### config.mk
export PLATFORM = sky130hd
export DESIGN_NAME = asc_chain
export DESIGN_NICKNAME = d
export VERILOG_FILES = /design/src/asc_pkg.sv /design/src/asc_seg_if.sv /design/src/asc_chain.sv /design/src/asc_segment.sv
export VERILOG_INCLUDE_DIRS = /design/src /design/src/src
export SDC_FILE = /design/constraint.sdc
export NUM_CORES = 1
export LEC_CHECK = 0
export ABC_CLOCK_PERIOD_IN_PS = 12800
export BUFFER_PORTS_ARGS = -buffer_cell sky130_fd_sc_hd__buf_2
export CAP_MARGIN = 5
export CORE_MARGIN = 3
export CORE_UTILIZATION = 50
export DETAILED_ROUTE_END_ITERATION = 10
export GPL_TIMING_DRIVEN = 0
export MAX_ROUTING_LAYER = met4
export PLACE_DENSITY = 0.66
export SKIP_LAST_GASP = 1
export SLEW_MARGIN = 20
export SYNTH_ARGS = -nofsm -noshare
export SYNTH_HDL_FRONTEND = slang
export SYNTH_SLANG_ARGS = --single-unit
### constraint.sdc
create_clock -name clk -period 12.8 [get_ports clk]
set_input_delay 0 -clock clk [delete_from_list [all_inputs] [get_ports clk]]
set_output_delay 0 -clock clk [all_outputs]
set_load 0.01 [all_outputs]
### src/asc_cfg.svh
`ifndef ASC_CFG_SVH
`define ASC_CFG_SVH

// Segment geometry
`define ASC_SEG_LEN       16
`define ASC_SEG_AW        4
`define ASC_SEG_LAST      15
`define ASC_NSEG          16
`define ASC_SEL_W         4
`define ASC_ADDR_W        8
`define ASC_TREE_NODES    32
`define ASC_INIT_DEFAULT  16'h0000

// Fixed taps for the 40-stage and 39-stage static chains
`define ASC_ST_SEG        4'h2
`define ASC_ST40_ADDR     4'h7
`define ASC_ST39_ADDR     4'h6

// Upper-address masks per configured length
`define ASC_MASK_L16      4'h0
`define ASC_MASK_L32      4'h1
`define ASC_MASK_L64      4'h3
`define ASC_MASK_L128     4'h7
`define ASC_MASK_L256     4'hf

// Index of the last segment per configured length
`define ASC_LAST_L16      4'h0
`define ASC_LAST_L32      4'h1
`define ASC_LAST_L64      4'h3
`define ASC_LAST_L128     4'h7
`define ASC_LAST_L256     4'hf

// Output buffer
`define ASC_BUF_DEPTH     2
`define ASC_CNT_EMPTY     2'h0
`define ASC_CNT_ONE       2'h1
`define ASC_CNT_FULL      2'h2

`endif

### src/asc_pkg.sv
package asc_pkg;

   typedef enum logic [2:0] {
      ASC_L16,
      ASC_L32,
      ASC_L64,
      ASC_L128,
      ASC_L256
   } asc_len_t;

   typedef enum logic [1:0] {
      ASC_DYN,
      ASC_ST40,
      ASC_ST39F
   } asc_mode_t;

   typedef struct packed {
      logic tap;
      logic casc;
   } asc_word_t;

endpackage

### src/asc_seg_if.sv
`timescale 1ns/100ps
`include "asc_cfg.svh"

interface asc_seg_if;
   logic                   din;
   logic                   ce;
   logic [`ASC_SEG_AW-1:0] addr;
   logic                   tap;
   logic                   casc;

   modport seg   (input din, ce, addr, output tap, casc);
   modport chain (output din, ce, addr, input tap, casc);
endinterface

### src/asc_chain.sv
`timescale 1ns/100ps
`include "asc_cfg.svh"

// Function
// - Tap output captured in flop, same clock
// - Cascade output also captured in own flop
// - Segment tap length equals address plus one
// - Static 40 stages: cascade, last address 0111
// - Alternative 39 stages 0110 plus final flop
// - Segments load 16-bit initial value, default zero
// - Segment ports: data, clock, enable, address, outputs
// - Lengths 16, 32, 64, 128, 256 from segments
// - Tree joins 2, 4, 8, 16 segments
// - Widths 2:1 to 16:1, one level each
// - Selection tree purely combinational, no registers
// - Enabled edge loads input, shifts bits up
// - Tap follows address without clock or enable
// - Cascade output always last stage after shift
// - Clock edge and enable polarity selectable
module asc_chain
   import asc_pkg::*;
#(
   parameter logic [`ASC_NSEG*`ASC_SEG_LEN-1:0] INIT_ALL =
      {`ASC_NSEG{`ASC_INIT_DEFAULT}},
   parameter bit CLK_FALL = 1'b0,
   parameter bit CE_LOW   = 1'b0
) (
   input  wire logic                   clk,       // Chain clock
   input  wire logic                   rst,       // Async reset, high
   input  wire logic                   in_valid,  // Serial bit offered
   input  wire logic                   in_data,   // Serial bit
   output logic                        in_ready,  // Chain can shift
   input  wire logic [`ASC_ADDR_W-1:0] tap_addr,  // Tap address
   input  wire asc_pkg::asc_len_t      len_sel,   // Configured length
   input  wire asc_pkg::asc_mode_t     mode_sel,  // Dynamic or static
   output logic                        out_valid, // Buffered word ready
   output logic                        out_tap,   // Registered tap
   output logic                        out_casc,  // Registered cascade
   input  wire logic                   out_ready  // Receiver takes word
);
   import asc_pkg::*;

   logic                  seg_tap  [`ASC_NSEG];
   logic                  seg_casc [`ASC_NSEG];
   logic                  node     [`ASC_TREE_NODES];
   logic [`ASC_SEG_AW-1:0] seg_addr;
   logic [`ASC_SEL_W-1:0]  tree_sel;
   logic [`ASC_SEL_W-1:0]  len_mask;
   logic [`ASC_SEL_W-1:0]  last_seg;
   logic                   chain_casc;
   logic                   fire;
   logic                   pop;
   asc_word_t              new_word;

   logic                   pend_r;
   logic                   pend_nxt;
   logic [1:0]             cnt_r;
   logic [1:0]             cnt_nxt;
   asc_word_t              ent_r   [`ASC_BUF_DEPTH];
   asc_word_t              ent_nxt [`ASC_BUF_DEPTH];
   logic                   in_ready_r;
   logic                   in_ready_nxt;
   logic                   out_valid_r;
   logic                   out_valid_nxt;

   asc_seg_if sif [`ASC_NSEG] ();

   // Length decode: which segments are live and which address bits count
   always_comb begin
      len_mask = `ASC_MASK_L16;
      last_seg = `ASC_LAST_L16;
      unique case (len_sel)
         ASC_L16: begin
            len_mask = `ASC_MASK_L16;
            last_seg = `ASC_LAST_L16;
         end
         ASC_L32: begin
            len_mask = `ASC_MASK_L32;
            last_seg = `ASC_LAST_L32;
         end
         ASC_L64: begin
            len_mask = `ASC_MASK_L64;
            last_seg = `ASC_LAST_L64;
         end
         ASC_L128: begin
            len_mask = `ASC_MASK_L128;
            last_seg = `ASC_LAST_L128;
         end
         ASC_L256: begin
            len_mask = `ASC_MASK_L256;
            last_seg = `ASC_LAST_L256;
         end
         default: begin
            len_mask = `ASC_MASK_L16;
            last_seg = `ASC_LAST_L16;
         end
      endcase
   end

   // Address steering for dynamic and fixed-length modes
   always_comb begin
      seg_addr = tap_addr[`ASC_SEG_AW-1:0];
      tree_sel = tap_addr[`ASC_ADDR_W-1:`ASC_SEG_AW] & len_mask;
      unique case (mode_sel)
         ASC_DYN: begin
            seg_addr = tap_addr[`ASC_SEG_AW-1:0];
            tree_sel = tap_addr[`ASC_ADDR_W-1:`ASC_SEG_AW] & len_mask;
         end
         ASC_ST40: begin
            seg_addr = `ASC_ST40_ADDR;
            tree_sel = `ASC_ST_SEG;
         end
         ASC_ST39F: begin
            seg_addr = `ASC_ST39_ADDR;
            tree_sel = `ASC_ST_SEG;
         end
         default: begin
            seg_addr = tap_addr[`ASC_SEG_AW-1:0];
            tree_sel = tap_addr[`ASC_ADDR_W-1:`ASC_SEG_AW] & len_mask;
         end
      endcase
   end

   // Segments in series, each after the first fed by the previous cascade output
   genvar g;
   generate
      for (g = 0; g < `ASC_NSEG; g++) begin : g_seg
         if (g == 0) begin : g_head
            assign sif[g].din = in_data;
         end else begin : g_link
            assign sif[g].din = sif[g-1].casc;
         end
         assign sif[g].ce   = fire ^ CE_LOW;
         assign sif[g].addr = seg_addr;
         assign seg_tap[g]  = sif[g].tap;
         assign seg_casc[g] = sif[g].casc;
         assign node[`ASC_NSEG+g] = seg_tap[g];

         asc_segment #(
            .INIT     (INIT_ALL[g*`ASC_SEG_LEN +: `ASC_SEG_LEN]),
            .CLK_FALL (CLK_FALL),
            .CE_LOW   (CE_LOW)
         ) u_seg (
            .clk (clk),
            .rst (rst),
            .sif (sif[g])
         );
      end
   endgenerate

   // Heap-ordered 2:1 tree; depth d node uses select bit 3-d.
   // Levels join 2, 4, 8 and 16 segments with no register inside.
   genvar n;
   generate
      for (n = 1; n < `ASC_NSEG; n++) begin : g_tree
         localparam int DEPTH = $clog2(n + 1) - 1;
         assign node[n] = tree_sel[`ASC_SEL_W-1-DEPTH] ?
                          node[2*n+1] : node[2*n];
      end
   endgenerate
   assign node[0] = 1'b0;

   // Static chains end at the fixed segment
   assign chain_casc = (mode_sel == ASC_DYN) ? seg_casc[last_seg]
                                             : seg_casc[`ASC_ST_SEG];

   assign new_word.tap  = node[1];
   assign new_word.casc = chain_casc;

   // Output buffer. A shift is captured one cycle later, when the
   // pending bit pushes the new tap and cascade values into it.
   always_comb begin
      fire          = in_valid & in_ready_r;
      pop           = out_valid_r & out_ready;
      pend_nxt      = fire;
      cnt_nxt       = cnt_r;
      ent_nxt[0]    = ent_r[0];
      ent_nxt[1]    = ent_r[1];
      if (pop) begin
         ent_nxt[0] = ent_r[1];
         cnt_nxt    = cnt_r - 2'h1;
      end
      if (pend_r) begin
         if (cnt_nxt == `ASC_CNT_EMPTY) begin
            ent_nxt[0] = new_word;
         end else begin
            ent_nxt[1] = new_word;
         end
         cnt_nxt = cnt_nxt + 2'h1;
      end
      // Count a shift in flight so a stalled receiver loses nothing
      in_ready_nxt  = (cnt_nxt + {1'b0, fire}) <= `ASC_CNT_ONE;
      out_valid_nxt = cnt_nxt != `ASC_CNT_EMPTY;
   end

   // The buffer entries are the output flip-flops on the chain clock
   always_ff @(posedge clk or posedge rst) begin
      if (rst) begin
         pend_r      <= 1'b0;
         cnt_r       <= `ASC_CNT_EMPTY;
         ent_r[0]    <= '0;
         ent_r[1]    <= '0;
         in_ready_r  <= 1'b1;
         out_valid_r <= 1'b0;
      end else begin
         pend_r      <= pend_nxt;
         cnt_r       <= cnt_nxt;
         ent_r[0]    <= ent_nxt[0];
         ent_r[1]    <= ent_nxt[1];
         in_ready_r  <= in_ready_nxt;
         out_valid_r <= out_valid_nxt;
      end
   end

   assign in_ready  = in_ready_r;
   assign out_valid = out_valid_r;
   assign out_tap   = ent_r[0].tap;
   assign out_casc  = ent_r[0].casc;
endmodule // asc_chain

### src/asc_segment.sv
`timescale 1ns/100ps
`include "asc_cfg.svh"

module asc_segment #(
   parameter logic [`ASC_SEG_LEN-1:0] INIT     = `ASC_INIT_DEFAULT,
   parameter bit                      CLK_FALL = 1'b0,
   parameter bit                      CE_LOW   = 1'b0
) (
   input  wire logic clk,      // Shared chain clock
   input  wire logic rst,      // Loads the initial contents
   asc_seg_if.seg    sif       // Data, enable, tap address, outputs
);
   logic                    clk_eff;
   logic                    shift_en;
   logic [`ASC_SEG_LEN-1:0] stg_r;
   logic [`ASC_SEG_LEN-1:0] stg_nxt;

   // Static inversion only; never toggled at run time
   assign clk_eff  = clk ^ CLK_FALL;
   assign shift_en = sif.ce ^ CE_LOW;

   always_comb begin
      stg_nxt = stg_r;
      if (shift_en) begin
         stg_nxt = {stg_r[`ASC_SEG_LAST-1:0], sif.din};
      end
   end

   always_ff @(posedge clk_eff or posedge rst) begin
      if (rst) begin
         stg_r <= INIT;
      end else begin
         stg_r <= stg_nxt;
      end
   end

   // Address 0 reads stage 0, so length is address plus one
   assign sif.tap  = stg_r[sif.addr];
   assign sif.casc = stg_r[`ASC_SEG_LAST];
endmodule // asc_segment

-- Word level (Yosys, flattened, before mapping)
Index checks and enable logic that the tools add are counted.
- $add $sub $neg: 3
- multiply operators: 0
- divide/modulo/power cells: 0
- magnitude comparators: 3
- equal/unequal tests: 6
- shift-type cells: 0
- muxes and demuxes: 60
- bitwise gates (word level): 5
- reductions and logical operators: 5
- operators by type and width (cell ; number):
    $bmux W1 S4 ; 17
    $mux W1 ; 34
    $pmux W4 S4 ; 1
    $mux W2 ; 5
    $mux W4 ; 2
    $pmux W4 S2 ; 1
    $eq A3 B2 Y1 const B ; 2
    $ge A5 B5 Y1 const B ; 1
    $lt A4 B5 Y1 const B ; 1
    $not A4 Y5 ; 1
    $and A4 B4 Y4 ; 1
    $logic_not A2 Y1 ; 2
    $eq A3 B1 Y1 const B ; 1
    $eq A3 B3 Y1 const B ; 1
    $add A2 B1 Y2 ; 1
    $add A2 B1 Y2 const B ; 1
    $and A1 B1 Y1 ; 2
    $eq A2 B1 Y1 const B ; 1
    $eq A2 B2 Y1 const B ; 1
    $le A2 B1 Y1 const B ; 1
    $reduce_and A2 Y1 ; 1
    $reduce_bool A2 Y1 ; 1
    $reduce_or A2 Y1 ; 1
    $sub A2 B1 Y2 const B ; 1
    $not A1 Y1 ; 1
- register bits after elaboration: 265
- latch bits: 0
- memory bits (writable): 0
- bits in read-only memories: 0
- input bits: 18
- memories kept: 0

-- Logic depth before layout (Yosys ltp)
- depth in word-level cells: 10
- mapped depth: 13

-- Hierarchy
From an unflattened synthesis, not the netlist that was laid out.
- cells, all modules: 767
- area total of the unflattened synthesis: 12469.5 um^2
- modules (own cells, without submodules) (module ; instances ; cells each ; area an instance (um^2) ; seq. area each (um^2)):
    asc_segment ; 16 ; 42 ; 729.4 ; 400.4
    asc_chain ; 1 ; 95 ; 798.3 ; 226.5

-- Worst setup path before layout
OpenSTA, ideal clock, no wires.
- path type: input port to flip-flop
- start point: in mode_sel[0]
- end point: reg ent_r, in the netlist out_tap
- arrival time: 2.055 ns
- required time: 12.657 ns
- setup slack: 10.601 ns
- stages on the path: 12
- path through: inv_1 ha_1 buf_6 or2_1 buf_2 a2111oi_0 a311oi_1 a221oi_1 or4_1 o21ai_2 a211oi_2 a41oi_2
- RTL lines (what ; RTL line ; source):
    from (decl) ; asc_chain.sv:35 ; input wire asc_pkg::asc_mode_t mode_sel,
    to (decl) ; asc_chain.sv:59 ; asc_word_t ent_r [`ASC_BUF_DEPTH];

-- Final worst setup path
- start point: reg in_ready_r, in the netlist in_ready
- end point: reg g_seg[9].u_seg.stg_r[4]
- cells in the longest elaborated chain, start to end: 1
- ends and longest elaborated chain (what ; RTL line ; source):
    from (decl) ; asc_chain.sv:61 ; logic in_ready_r;
    from (signal assigned) ; asc_chain.sv:210 ; in_ready_r <= in_ready_nxt;
    $and A1 B1 Y1 ; asc_chain.sv:173 ; fire = in_valid & in_ready_r;
    via fire ; asc_chain.sv:51 ; logic fire;
    to (signal assigned) ; asc_segment.sv:33 ; stg_r <= stg_nxt;
    to (decl) ; asc_segment.sv:15 ; logic [`ASC_SEG_LEN-1:0] stg_r;
The timed path passes the listed nets, and every way through them passes these cells.
A chain may end at the register's enable or synchronous reset.

==> reports/qor.csv <==
stage;metric;value;unit
status;status;finished clean;
layout;layout_commonest_cell;dfrtp_1;
global_route;grt_overflow;0;
layout;stdcell_count;1327;
floorplanning;dieWidth;165;um
yosys;yosys_register_bits;265;
cts;clkSlewWorstSetupHoldPaths;60;ps
routing;drt_iter0_markers;543;
floorplanning;core;24600;um^2
yosys;synth_cell_types;66;
cts;cts-root-buf;clkbuf_16;
sta;rsz0062_at_grt;no;
global_route;grt_pass1_wl;46200;um
sta;slew_headroom;0.287;
worst_setup_path;start_kind;flip-flop;
worst_setup_path;end_kind;flip-flop;
floorplanning;start_util;0.514;
yosys;syn_avg_cell_area;13.7;um^2
global_route;grt_max_degree;86;
yosys;yosysWarnings;0;
sta;min_period;2750;ps
sta;post-route-period-util;0.215;
pwr;peakVddDrop;0.0994;mV
run;max_cap_viol_count;0;
hold_path;min_from;len_sel[2];
pwr;cellPowerDensity;148;nW/um^2
pwr;power;2.11;mW
hold_path;hold_path_class;in2reg;
yosys;postSynthCellCount;926;
yosys;netlist_area;12700;um^2
cts;h-tree-depth;1;
yosys;synth_area_leaders;dfrtp_1 52%, mux2_2 23%, mux4_2 4.8%;
sta;setup_viol;0;
worst_setup_path;rr_startpoint;in_ready;
cts;cts_buffer_depth;3;
worst_setup_path;path_max_fanout;10;
placed_design;dp_hpwl;20300;um
yosys;synth_top_area_frac;0.522;
placed_design;dp_slack;9660;ps
worst_setup_path;startpoint;in_ready;
sta;drv_slew;0;
global_route;grt_pass1_vias;7948;
cts;cts_tree;done;
cts;clock_latency;530;ps
layout;synthToLayoutAreaGrowth;12.2;%
layout;final_nets;1005;
pwr;p_leak;6.78;nW
routing;wl;29200;um
cts;post_cts_buffers;0;
sta;max_freq;0.363;GHz
layout;drive_above_1_share;0.395;
sta;hold_viol;0;
floorplanning;pin_count;22;
layout;layout_common_cells;264 x dfrtp_1, 262 x mux2_2, 54 x nand2_1;
routing;ant_nets;0;
placed_design;gp_congestion;0.880;
cts;ctsResizeCount;0;
sta;layout_setup_ws;10050;ps
floorplanning;die_h;165;um
cts;numCtsBuffers;29;
routing;first_pass_iters;4;
global_route;grtUsageTotal;0.226;
global_route;antenna_found_initial;1;
worst_setup_path;crit_type;reg2reg;
sta;setup_tns;0;ps
yosys;syn-num-nets;947;
placed_design;numPlacedInstances;1273;
routing;viasPerCell;5.93;
yosys;yosysTopAreaCell;dfrtp_1;
worst_setup_path;required;13210;ps
cts;cts.sinks;265;
routing;wl_per_cell;22.0;um
sta;fin_skew;9.79;ps
routing;drc;0;
yosys;synth-seq-area-share;0.524;
worst_setup_path;cp.arrival;3160;ps
layout;fill_cells;2024;
routing;vias;7871;
sta;tightestPinTransition;1070;ps
yosys;synth-edff-count;0;
yosys;async_reset_ff_frac;1.00;
placed_design;io_buffers;20;
floorplanning;fp-row-count;57;
floorplanning;design.die.area;27200;um^2
yosys;yosys_most_used_dff;dfrtp_1;
[metal layers]
layer,vias to the layer above,GRT usage,wire length (um)
met5,-,-,0
met4,0,0.0423,510
met3,41,0.0287,1270
met2,178,0.355,13800
met1,4100,0.322,13600
li1,3552,-,-
[power breakdown]
| part | leakage (nW) | switching (mW) | internal [mW] | total [mW] |
|---|---|---|---|---|
| combinational | 2.67 | 0.231 | 0.166 | 0.397 |
| clock | 0.447 | 0.324 | 0.474 | 0.798 |
| sequential | 3.66 | 0.0295 | 0.883 | 0.912 |
[final timing paths]
| check | end | slack (ps) | cells after the start |
|---|---|---|---|
| max in group asynchronous | g_seg[8].u_seg.stg_r[11] | 11180 | 6 |
| worst max-delay path | g_seg[9].u_seg.stg_r[4] | 10050 | 5 |
| worst max register to register | g_seg[9].u_seg.stg_r[4] | 10050 | 5 |
| min in group asynchronous | g_seg[13].u_seg.stg_r[8] | 610 | 4 |
| worst min-delay path | ent_r[0] | 60 | 4 |
| worst min register to register | ent_r[0] | 520 | 2 |
[worst max-delay path: stages (launching register included)]
cell and delay (ps):
dfstp_2 530, nand2_1 150, inv_1 120, clkbuf_1 550
clkbuf_1 860, mux2_2 420
[per-stage QoR]
stage                     utilization  instance area [um^2]  hold WS, ps
after detailed placement        0.538                 13200         3.48
final                           0.577                 14200         61.3
after CTS                       0.577                 14200         92.8
after floorplan                     -                 12700          152
after global placement          0.535                 13200          233
after global routing            0.577                 14200          174
[cells by family after synthesis]
kind of cell / Yosys count / share of synthesized area
AO/OA/AOI/OAI: 110 / 0.0602
XOR/XNOR: 4 / 0.00277
adder cells (fa/ha/maj): 3 / 0.00297
buffers and inverters: 73 / 0.0319
flip-flops: 265 / 0.524
multiplexers: 339 / 0.324
AND/OR/NAND/NOR: 132 / 0.0543
[cell type report]
class / instances / area (um^2) / area share
multi-input cells: 588 / 5620 / 0.395
clock buffers: 43 / 848 / 0.0597
repair buffers: 27 / 223 / 0.0157
clock inverters: 6 / 61.3 / 0.00432
inverters: 13 / 56.3 / 0.00397
well taps: 324 / 405 / 0.0285
diodes: 1 / 2.50 / 0.000176
plain buffers: 60 / 355 / 0.0250
flip-flops and latches: 265 / 6630 / 0.467
[synthesized netlist by cell type (7+ instances only)]
library cell and number:
a2111oi_0 7, a21oi_1 26, a31oi_1 10, buf_2 8, buf_6 14, clkbuf_1 32, dfrtp_1 264, inv_1 10
mux2_2 262, mux2i_1 46, mux4_2 27, nand2_1 54, nand3_1 10, nor2_1 15, nor2b_1 19, o21ai_0 11
o22ai_1 10
[timing repair]
action | in CTS | in global routing
endpoints found under the setup margin | 0 | 0
hold buffers | 4 | 0
hold endpoints to repair | 202 | 0
[state kept, by name, indices dropped and copies added, names as in the netlist]
signal	count
cnt_r	2
out_casc	1
ent_r	2
out_valid	1
pend_r	1
in_ready	1
out_tap	1
g_seg.u_seg.stg_r	256
(Power assumes the default switching activity.)
